**src/hdl/io_port_pkg.sv**
```systemverilog
package io_port_pkg;
	// register map, word index on the plain register port
	localparam int ADDR_W = 4;
	localparam int DATA_W = 16;
	localparam logic [ADDR_W-1:0] OFF_DIR = 4'h0;
	localparam logic [ADDR_W-1:0] OFF_LATCH = 4'h1;
	localparam logic [ADDR_W-1:0] OFF_PIN = 4'h2;
	localparam logic [ADDR_W-1:0] OFF_ODC = 4'h3;
	localparam logic [ADDR_W-1:0] OFF_ANSEL = 4'h4;
	localparam logic [ADDR_W-1:0] OFF_CNEN = 4'h5;
	localparam logic [ADDR_W-1:0] OFF_PU = 4'h6;
	localparam logic [ADDR_W-1:0] OFF_PD = 4'h7;
	localparam logic [ADDR_W-1:0] OFF_STAT = 4'h8;
	localparam logic [ADDR_W-1:0] OFF_MASK = 4'h9;
	localparam logic [ADDR_W-1:0] OFF_LOCK = 4'hA;
	// lock bit position inside the lock register
	localparam int LOCK_BIT = 6;
	// per-bit reset values
	localparam logic DIR_RST = 1'b1;
	localparam logic ANSEL_RST = 1'b1;
	localparam logic CLR_RST = 1'b0;
endpackage : io_port_pkg

```
**src/hdl/io_port_change_notify.sv**
```systemverilog
`timescale 1ns/100ps
// Operation
// - open-drain bit set makes an output pin pull low only, never drive high
// - analog-select register resets to all ones, pins start analog
// - pin value reads zero on every analog input pin
// - output with analog-select set feeds its level to the analog side
// - change on an enabled digital input pin raises interrupt if unmasked, detected even clockless
// - change-notice enable bit set enables, cleared disables, per pin
// - weak pull-up and pull-down enabled separately, active when set
// - lock bit sits at bit 6 of its register, one means locked
module io_port_change_notify #(
	parameter int WIDTH = io_port_pkg::DATA_W
) (
	input wire logic clk,
	input wire logic rst_n,
	input wire logic [io_port_pkg::ADDR_W-1:0] addr,
	input wire logic [io_port_pkg::DATA_W-1:0] wrData,
	input wire logic wrStb,
	input wire logic rdStb,
	output logic [io_port_pkg::DATA_W-1:0] rdData,
	input wire logic [WIDTH-1:0] padIn,
	output logic [WIDTH-1:0] padOut,
	output logic [WIDTH-1:0] padOe,
	output logic [WIDTH-1:0] pullUpEn,
	output logic [WIDTH-1:0] pullDnEn,
	output logic [WIDTH-1:0] analogEn,
	output logic [WIDTH-1:0] analogDrive,
	output logic configLocked,
	output logic changeWake,
	output logic irq
);
	import io_port_pkg::*;

	typedef struct packed {
		logic [WIDTH-1:0] dir;
		logic [WIDTH-1:0] latch;
		logic [WIDTH-1:0] odc;
		logic [WIDTH-1:0] ansel;
		logic [WIDTH-1:0] cnen;
		logic [WIDTH-1:0] pu;
		logic [WIDTH-1:0] pd;
		logic [WIDTH-1:0] stat;
		logic [WIDTH-1:0] mask;
		logic lock;
		logic [WIDTH-1:0] sync1;
		logic [WIDTH-1:0] sync2;
		logic [WIDTH-1:0] sync3;
		logic [WIDTH-1:0] stable;
		logic [DATA_W-1:0] rdData;
	} state_t;

	state_t st_ff;
	state_t nxt_st;
	logic [WIDTH-1:0] digIn;
	logic [WIDTH-1:0] watch;
	logic [WIDTH-1:0] events;

	// address match for a write or read strobe
	function automatic logic hit(input logic stb,
		input logic [ADDR_W-1:0] a, input logic [ADDR_W-1:0] off);
		hit = stb && (a == off);
	endfunction : hit

	// register width view of a port-wide vector
	function automatic logic [DATA_W-1:0] widen(input logic [WIDTH-1:0] v);
		widen = DATA_W'(v);
	endfunction : widen

	// pins watched for change: enabled digital inputs
	assign watch = st_ff.cnen & st_ff.dir & ~st_ff.ansel;
	// analog inputs read as zero
	assign digIn = st_ff.stable & ~(st_ff.ansel & st_ff.dir);
	// a filtered level change counts once second and third stages agree
	assign events = (st_ff.stable ^ st_ff.sync3) &
		~(st_ff.sync2 ^ st_ff.sync3) & watch;

	// next state of all registers
	always_comb
	begin
		nxt_st = st_ff;
		nxt_st.sync1 = padIn;
		nxt_st.sync2 = st_ff.sync1;
		nxt_st.sync3 = st_ff.sync2;
		for (int i = 0; i < WIDTH; i++)
		begin
			if (st_ff.sync2[i] == st_ff.sync3[i])
				nxt_st.stable[i] = st_ff.sync3[i];
		end
		if (hit(wrStb, addr, OFF_DIR))
			nxt_st.dir = wrData[WIDTH-1:0];
		if (hit(wrStb, addr, OFF_LATCH) || hit(wrStb, addr, OFF_PIN))
			nxt_st.latch = wrData[WIDTH-1:0];
		if (hit(wrStb, addr, OFF_ODC) && !st_ff.lock)
			nxt_st.odc = wrData[WIDTH-1:0];
		if (hit(wrStb, addr, OFF_ANSEL) && !st_ff.lock)
			nxt_st.ansel = wrData[WIDTH-1:0];
		if (hit(wrStb, addr, OFF_CNEN))
			nxt_st.cnen = wrData[WIDTH-1:0];
		if (hit(wrStb, addr, OFF_PU) && !st_ff.lock)
			nxt_st.pu = wrData[WIDTH-1:0];
		if (hit(wrStb, addr, OFF_PD) && !st_ff.lock)
			nxt_st.pd = wrData[WIDTH-1:0];
		if (hit(wrStb, addr, OFF_MASK))
			nxt_st.mask = wrData[WIDTH-1:0];
		if (hit(wrStb, addr, OFF_LOCK))
			nxt_st.lock = wrData[LOCK_BIT];
		// write one to clear, a new event wins over the clear
		if (hit(wrStb, addr, OFF_STAT))
			nxt_st.stat = st_ff.stat & ~wrData[WIDTH-1:0];
		nxt_st.stat = nxt_st.stat | events;
		// read data stand for one cycle only
		nxt_st.rdData = '0;
		if (rdStb)
		begin
			case (addr)
				OFF_DIR: nxt_st.rdData = widen(st_ff.dir);
				OFF_LATCH: nxt_st.rdData = widen(st_ff.latch);
				OFF_PIN: nxt_st.rdData = widen(digIn);
				OFF_ODC: nxt_st.rdData = widen(st_ff.odc);
				OFF_ANSEL: nxt_st.rdData = widen(st_ff.ansel);
				OFF_CNEN: nxt_st.rdData = widen(st_ff.cnen);
				OFF_PU: nxt_st.rdData = widen(st_ff.pu);
				OFF_PD: nxt_st.rdData = widen(st_ff.pd);
				OFF_STAT: nxt_st.rdData = widen(st_ff.stat);
				OFF_MASK: nxt_st.rdData = widen(st_ff.mask);
				OFF_LOCK: nxt_st.rdData[LOCK_BIT] = st_ff.lock;
				default: nxt_st.rdData = '0;
			endcase
		end
	end

	// state register with synchronous reset
	// reset leaves every pin an undriven analog input, nothing can glitch
	always_ff @(posedge clk)
	begin
		if (!rst_n)
		begin
			st_ff <= '0;
			st_ff.dir <= {WIDTH{DIR_RST}};
			st_ff.ansel <= {WIDTH{ANSEL_RST}};
			st_ff.lock <= CLR_RST;
		end
		else
			st_ff <= nxt_st;
	end

	// pin drive: push-pull or low-only on outputs
	assign padOe = ~st_ff.dir & ~(st_ff.odc & st_ff.latch);
	assign padOut = st_ff.latch & ~st_ff.odc;
	assign pullUpEn = st_ff.pu;
	assign pullDnEn = st_ff.pd;
	assign analogEn = st_ff.ansel;
	assign analogDrive = st_ff.latch & ~st_ff.dir & st_ff.ansel;
	assign configLocked = st_ff.lock;
	assign rdData = st_ff.rdData;
	assign irq = |(st_ff.stat & st_ff.mask);
	// clockless wake: raw pin against last settled level
	assign changeWake = |((padIn ^ st_ff.stable) & watch);
endmodule : io_port_change_notify

```
**config.mk**
```make
export PLATFORM = sky130hd
export DESIGN_NAME = io_port_change_notify
export DESIGN_NICKNAME = d
export VERILOG_FILES = /design/src/hdl/io_port_pkg.sv /design/src/hdl/io_port_change_notify.sv
export SDC_FILE = /design/constraint.sdc
export NUM_CORES = 1
export LEC_CHECK = 0
export BUFFER_PORTS_ARGS = -buffer_cell sky130_fd_sc_hd__buf_2
export CAP_MARGIN = 10
export CORE_MARGIN = 8
export CORE_UTILIZATION = 50
export CTS_CLUSTER_SIZE = 20
export DETAILED_ROUTE_END_ITERATION = 8
export MAX_ROUTING_LAYER = met4
export PLACE_DENSITY = 0.71
export SLEW_MARGIN = 20
export SYNTH_ARGS = -nofsm -noshare
export SYNTH_HDL_FRONTEND = slang
export SYNTH_SLANG_ARGS = --single-unit
```
**constraint.sdc**
```tcl
create_clock -name clk -period 4.45 [get_ports clk]
set_input_delay 0.445 -clock clk [delete_from_list [all_inputs] [get_ports clk]]
set_output_delay 0.445 -clock clk [all_outputs]
set_load 0.03 [all_outputs]
```
Yosys cells after proc, flatten, opt, wreduce, memory -nomap -nowiden
Index checks and enable logic that the tools add are counted.

Input port bits: 40. Output and inout port bits: 115. Register bits after elaboration: 225.

Muxes and demuxes: 4. Eq/ne operators: 26. Bitwise operators: 25. Reductions and logical operators: 21.

Operators with widths (count): $and A16 B16 Y16 (14); $not A16 Y16 (7); $pmux W9 S10 (1); $pmux W6 S10 (1); $xor A16 B16 Y16 (3); $reduce_or A16 Y1 (2); $eq A1 B1 Y1 (16); $eq A4 B3 Y1 const B (4); $mux W16 (1); $or A16 B16 Y16 (1); $logic_and A1 B1 Y1 (15); $eq A4 B4 Y1 const B (3); $pmux W1 S11 (1); $eq A4 B2 Y1 const B (2); $eq A4 B1 Y1 const B (1); $logic_not A4 Y1 (1); $reduce_and A2 Y1 (1); $logic_not A1 Y1 (1); $logic_or A1 B1 Y1 (1).

Depth between registers and ports, before layout
Gate-level depths: netlist of run 1.

Word-level depth: 5. Gate-level depth with buffers: 8. Mapped depth without buffers: 4.

Worst setup path after synthesis of run 1
OpenSTA, ideal clock, no wires.

Kind: input to register. Start: in addr[0] in the netlist's numbering. End: reg st_ff (netlist bit rdData[4]). Stages on the path: 7. Arrival time: 1.680 ns. Buffers on the path: 3. Path slack: 2.637 ns. Library setup time: 0.132 ns. Required time: 4.318 ns. Path through: buf_2 > buf_6 > buf_2 > mux2_2 > a32o_1 > a21oi_1 > a31oi_1.

Word-level cells in the longest chain between the ends: 2.

Ends and longest elaborated chain: start: declaration (RTL line io_port_change_notify.sv:16) `input wire logic [io_port_pkg::ADDR_W-1:0] addr,`; $eq A4 B4 Y1 (tied with other cells) (RTL line io_port_change_notify.sv:115) `case (addr)`; $pmux W6 S10 * (RTL line io_port_change_notify.sv:115); end signal: assignment (RTL line io_port_change_notify.sv:144) `st_ff <= nxt_st;`; end: declaration (RTL line io_port_change_notify.sv:52) `state_t st_ff;`.

Every way passes the cells marked *; elsewhere a longest branch is shown, timed or not. A chain may end at the register's enable or synchronous reset.

Worst setup path after layout of run 1
Start: in addr[0] in the netlist's numbering. End: reg st_ff[185] in the netlist's numbering.

Word-level cells in the longest chain between the ends: 3.

Ends and longest elaborated chain: $eq A4 B2 Y1 (RTL line io_port_change_notify.sv:61) `hit = stb && (a == off);`; $logic_and A1 B1 Y1 (RTL line io_port_change_notify.sv:61); $logic_and A1 B1 Y1 (RTL line io_port_change_notify.sv:93) `if (hit(wrStb, addr, OFF_ODC) && !st_ff.lock)`.

Every way passes these cells.

==> results_dict.tcl, run 1 <==
set metrics [dict create \
    nFillCells 1903 \
    status "finished clean" \
    final_cells 1548 \
    h-tree-depth 1 \
    dp_cells 1507 \
    die_y_um 162 \
    grt_pass1_wl_mm 49.6 \
    grtUsageMet3_pct 3.19 \
    grtUsageMet2_pct 35.0 \
    track_usage_pct 24.0 \
    ys_seq_elements 225 \
    fmax_mhz 403 \
    worstHoldStart "padIn[1]" \
    tns_ns 0 \
    ant_nets 0 \
    yosys_warnings 0 \
    holdPathEnd "nxt_st[49]" \
    final_common_cell "dfxtp_1" \
    fin_area_um2 11800 \
    ys_async_sr_fraction_pct 0 \
    max-cap-violations 0 \
    cp-start-kind "primary input" \
    timing.hold.ws_ns 0.158 \
    r2r-start "configLocked" \
    grt_busiest_layer "met2" \
    end_kind "flop" \
    ys_seq_area_share_pct 42.0 \
    slew_headroom_pct 24.3 \
    grt_overflow 0 \
    drcViolationCount 0 \
    ios 155 \
    antennaDiodeCount 0 \
    worst_hold_path.num_cells 2 \
    final_cell_mix "225 x dfxtp_1, 213 x nand2_1, 153 x buf_2" \
    rr_worst_depth 4 \
    slowest_stage "or3_1" \
    postCtsSetupBuffers 0 \
    place.gp.congestion 0.932 \
    hold_buffers 0 \
    grt_pass1_vias 8573 \
    r2r_setup_slack_ns 2.35 \
    routedWlPerCell_um 20.5 \
    nNetsFinal 1299 \
    cts-root-buf "clkbuf_16" \
    syn_area_per_cell_um2 8.78 \
    clock_path_buffers 3 \
    p_leak_uw 0.00476 \
    critPathKind "primary input to flop" \
    crit_arrival_ns 2.89 \
    drt_pass1_iterations 5 \
    grt_max_degree 98 \
    grt_use_met1_pct 34.3 \
    min_period_over_period_pct 55.8 \
    skew_ns 0.0102 \
    synth_edf_count 0 \
    syn_nets 1261 \
    coreArea_um2 21000 \
    areaGrowthSynthToFinish_pct 10.0 \
    min_path_type "primary input to flop" \
    path_clk_slew_ns 0.06 \
    die_width_um 162 \
    vias 8881 \
    path_max_fanout 38 \
    dp_hpwl_mm 22.6 \
    drive_gt1_share_pct 18.9 \
    rsz0062_at_grt "false" \
    netlist-cell-type-count 64 \
    ys.flop_type "dfxtp_1" \
    cts.sinks 225 \
    critical-path-max-stage-delay_ns 0.83 \
    synth_area_um2 10700 \
    io_buffers 154 \
    placed_cell_area_um2 11000 \
    routed_wl_mm 31.7 \
    antenna_found_initial 0 \
    r2r_end "pullDnEn[4]" \
    std_cell_rows 53 \
    ir_drop_mv 0.304 \
    insertion_delay_ns 0.52 \
    postSynthCellCount 1221 \
    die_area_um2 26400 \
    drv_slew 0 \
    dr.first_iter.drc_count 799 \
    crit_chain "buf_2 -> nand2b_1 -> or3_1 -> mux2i_1 -> nor2b_1" \
    p_per_area_nw_per_um2 369 \
    tightest_slew_ns 1.13 \
    cts_buffers 25 \
    post_cts_resized 0 \
    hold_violations 0 \
    avgViaCountPerCell 5.74 \
    period_minus_slack_ns 2.48 \
    initial_core_util_pct 51.0 \
    crit_required_ns 4.86 \
    cts_tree "yes" \
    setup_viol 0 \
]
where the power goes:
group | switching [uW] | leakage, uW | internal (uW)
Combinational | 197 | 0.00256 | 106
Sequential | 41.2 | 0.00183 | 2050
Clock | 812 | 0.000378 | 1140
critical path, delay by kind of cell:
kind | cells | cell delay (ns)
multiplexers | 1 | 0.29
AND/OR/NAND/NOR | 3 | 1.42
buffers and inverters | 1 | 0.69
registers in the layout, summed over array words and instances, names as in the netlist:
| signal | flops |
|---|---|
| nxt_st | 32 |
| configLocked | 1 |
| pullDnEn | 16 |
| pullUpEn | 16 |
| rdData | 16 |
| st_ff | 128 |
| analogEn | 16 |
metrics by stage:
step	power [uW]	setup WS, ns	util [%]
after floorplan	2360	2.64	-
after global placement	2430	1.57	52.4
after detailed placement	2440	1.50	52.4
after CTS	4370	2.01	56.1
after global routing	4490	1.85	56.1
final	4350	1.97	56.1
logic make-up after synthesis:
| group | after synthesis | share of synthesized area (%) |
|---|---|---|
| buf+inv | 152 | 8.18 |
| compound gates | 268 | 17.6 |
| mux | 71 | 6.82 |
| xor+xnor | 17 | 1.39 |
| flops | 225 | 42.0 |
| simple gates | 488 | 24.0 |
synth_stat cells, types with 2 or more instances:
master      n  area, um2
a32oi_1     4       35.0
dfxtp_1   225       4500
and3_1      3       18.8
nor3_1      3       15.0
and2_1     49        307
a21boi_0   76        571
mux2_2     16        180
clkbuf_1   55        206
o22ai_1    10       62.6
or2_1       9       56.3
a22oi_1    31        233
a32o_1     10        100
a31oi_1    13       81.3
nand3_1    37        185
a22o_1      5       43.8
xnor2_1    16        140
buf_4      68        510
or3b_2     16        140
buf_2      23        115
o21a_1     16        120
a21oi_1    47        235
buf_6       3       33.8
nand2_1   213        800
or3_1       6       37.5
nor2_1     24       90.1
a221oi_1   10       87.6
nor2b_1    68        425
mux2i_1    55        551
o22a_1     10       87.6
nand2b_1    4       25.0
a21boi_1    5       37.5
nor4_1      2       12.5
nor3_2      2       20.0
o21ai_0    21        105
or2_2       2       12.5
nand3b_1   35        263
inv_1       2       7.51
worst max-delay path by stage:
stage,startpoint,depth (start not counted),endpoint
after detailed placement,addr[0],5,st_ff[181]
final,addr[0],5,st_ff[185]
after CTS,analogEn[5],5,changeWake
after floorplan,addr[0],7,rdData[4]
after global placement,addr[0],5,st_ff[184]
after global routing,addr[0],5,st_ff[185]
layout make-up:
cell class                      instances  area (um2)  area share, %
Clock inverter                          4        28.8          0.244
Multi-Input combinational cell        844        5350           45.3
Clock buffer                           37         741           6.28
Tap cell                              275         344           2.92
Timing Repair Buffer                  161         826           7.00
Inverter                                2        7.51         0.0636
Sequential cell                       225        4500           38.2
routing by layer:
metal	share of wire, %	up-vias
met5	0	-
met4	1.9	0
met3	7.3	50
met2	43	389
met1	48	4220
li1	-	4222
Power figures use the tool's default switching activity.
==> run 2: changes to the inputs <==
- ABC_AREA: default -> 1
- clock period: 4.45 -> 2.3 ns (I/O delays scaled with it)
==> results_dict.tcl, run 2 <==
set metrics [dict create \
    die_y_um 161 \
    synth-simple-area-share_pct 26.2 \
    postCtsSetupBuffers 0 \
    period_minus_slack_ns 2.14 \
    synth_fa_ha_area_share_pct 0 \
    synth_area_um2 10500 \
    synth_top_family_by_area "simple AND/OR/NAND/NOR gates" \
    antennaDiodeCount 0 \
    synth_top_cell_by_area "dfxtp_1" \
    routed_wl_mm 34.4 \
    std_cell_rows 53 \
    crit_required_ns 2.07 \
    min_period_over_period_pct 92.9 \
    crit_arrival_ns 1.91 \
    path_max_fanout 6 \
    synth_common_cells "359 x nand2_1, 225 x dfxtp_1, 173 x nand3_1" \
    crit_chain "nand2_1 -> nor2_1 -> nand3_1 -> nand2_1 -> inv_1 -> nand2_1 -> nor2_1 -> nand2_1 -> buf_2" \
    syn_nets 1546 \
    largest_reg_flops 128 \
    routedWlPerCell_um 18.2 \
    nNetsFinal 1639 \
    ios 155 \
    antenna_found_initial 0 \
    slowest_stage "dfxtp_1" \
    syn_area_per_cell_um2 6.97 \
    nFillCells 2037 \
    dr.first_iter.drc_count 1109 \
    yosys.area.top_type_share_pct 42.9 \
    coreArea_um2 20800 \
    place.gp.congestion 0.998 \
    grt_overflow 0 \
    tns_ns 0 \
    grt_pass1_vias 9345 \
    cpMostUsedCell "nand2_1" \
    drt_pass1_iterations 6 \
    ys.flop_type "dfxtp_1" \
    dp_slack_ns 0.518 \
    clock_path_buffers 3 \
    fmax_mhz 468 \
    yosys_warnings 0 \
    min_path_type "primary input to flop" \
    drcViolationCount 0 \
    cts_tree "yes" \
    p_leak_uw 0.00580 \
    post_cts_resized 0 \
    vias 10300 \
    placed_cell_area_um2 11100 \
    fin_area_um2 12000 \
    critical-path-max-stage-delay_ns 0.48 \
    grt_pass1_wl_mm 53.6 \
    dp_hpwl_mm 24.8 \
    cts.sinks 225 \
    ys_seq_elements 225 \
    synth_edf_count 0 \
    regMostFlops "st_ff" \
    drv_slew 0 \
    cp-start-kind "flop" \
    yosysMostFrequentCell "nand2_1" \
    postSynthCellCount 1506 \
    grt_max_degree 126 \
    track_usage_pct 26.5 \
    ys_top_cells_by_area "dfxtp_1 43%, nand2_1 13%, nand3_1 8.3%, a21oi_1 7.7%, inv_1 5.7%" \
    hold_violations 0 \
    max-cap-violations 0 \
    netlist-cell-type-count 28 \
    cts_buffers 24 \
    setup_slack_ns 0.164 \
    final_common_cell "nand2_1" \
    die_area_um2 25900 \
    skew_ns 0.00956 \
    rsz0062_at_grt "false" \
    ys_seq_area_share_pct 42.9 \
    ys_async_sr_fraction_pct 0 \
    p_per_area_nw_per_um2 702 \
    tightest_slew_ns 0.772 \
    h-tree-depth 1 \
    critPathKind "flop to primary output" \
    avgViaCountPerCell 5.46 \
    ir_drop_mv 0.414 \
    io_buffers 154 \
    slew_headroom_pct 48.5 \
    path_clk_slew_ns 0.06 \
    ant_nets 0 \
    synth_compound_area_share_pct 16.0 \
    status "finished clean" \
    insertion_delay_ns 0.51 \
    synth_xor_area_share_pct 1.25 \
    setup_viol 0 \
    die_width_um 161 \
    areaGrowthSynthToFinish_pct 14.2 \
    initial_core_util_pct 50.4 \
    end_kind "primary output" \
    cts-root-buf "clkbuf_16" \
    drive_gt1_share_pct 15.2 \
    final_cell_mix "359 x nand2_1, 225 x dfxtp_1, 173 x nand3_1" \
    synthMuxAreaShare_pct 0 \
]
## run 2: cell types whose count changed after synthesis, sizes merged, moves of 74 or more
cell    change
nand2     +152
inv       +163
nand3     +136
o21ai      +81
a21boi     -74
nor2       +82
a21oi     +114
## run 2: stage by stage
step	instances	utilization [%]	hold WS [ns]	power (uW)
floorplan	1506	-	0.323	4550
global placement	1832	53.2	0.392	4790
detailed placement	1832	53.2	0.398	4800
CTS	1890	57.6	0.0154	8430
global route	1890	57.6	0.0446	8690
finish	1890	57.6	0.0219	8410
## run 2: worst paths after layout
path	start	to	slack, ns	depth (start not counted)
setup / recovery	st_ff[210]	changeWake	0.16	9
setup reg to reg	configLocked	st_ff[188]	0.79	4
hold / removal	rst_n	st_ff[194]	0.02	3
hold reg to reg	nxt_st[54]	nxt_st[38]	0.41	2
## run 2: where the power goes
part | internal [uW] | leakage, uW | switching [uW]
registers | 3980 | 0.00183 | 83.0
clock network | 2110 | 0.000368 | 1550
logic | 198 | 0.00360 | 482
total | 6290 | 0.00580 | 2120
## run 2: final cells by class
| type | instances | area (um2) | share of cell area (%) |
|---|---|---|---|
| clock buffer | 35 | 703 | 5.87 |
| clock inverter | 7 | 37.5 | 0.313 |
| inverter | 166 | 623 | 5.20 |
| multi-input combinational | 980 | 4560 | 38.1 |
| sequential | 225 | 4500 | 37.6 |
| tap | 275 | 344 | 2.87 |
| timing repair buffer | 202 | 1210 | 10.1 |
## run 2: layer usage
layer	part of all wire [%]	vias up	routed length, um	GRT usage, %
li1	-	5001	-	-
met1	45	4681	15300	37.7
met2	41	571	14000	36.4
met3	12	68	3980	5.45
met4	3.0	0	1030	8.88
met5	0	-	0	-
## run 2: kinds of logic (layout without fill, tap and decap cells)
group / after synthesis / count (layout)
AO/OA/AOI/OAI: 309 / 309
XOR/XNOR: 15 / 15
AND/OR/NAND/NOR: 656 / 656
flip-flops: 225 / 225
buffers and inverters: 301 / 410
## run 2: worst max-delay path, delay by kind of cell, from the launching register on
kind	cells	cell delay (ns)
DFF	1	0.48
and+or+nand+nor	7	0.67
buffers and inverters	2	0.24
## run 2: timing repair
action                     in CTS  in global routing
hold buffers                   16                  0
setup endpoints to repair       0                  0
hold endpoints to repair       16                  0
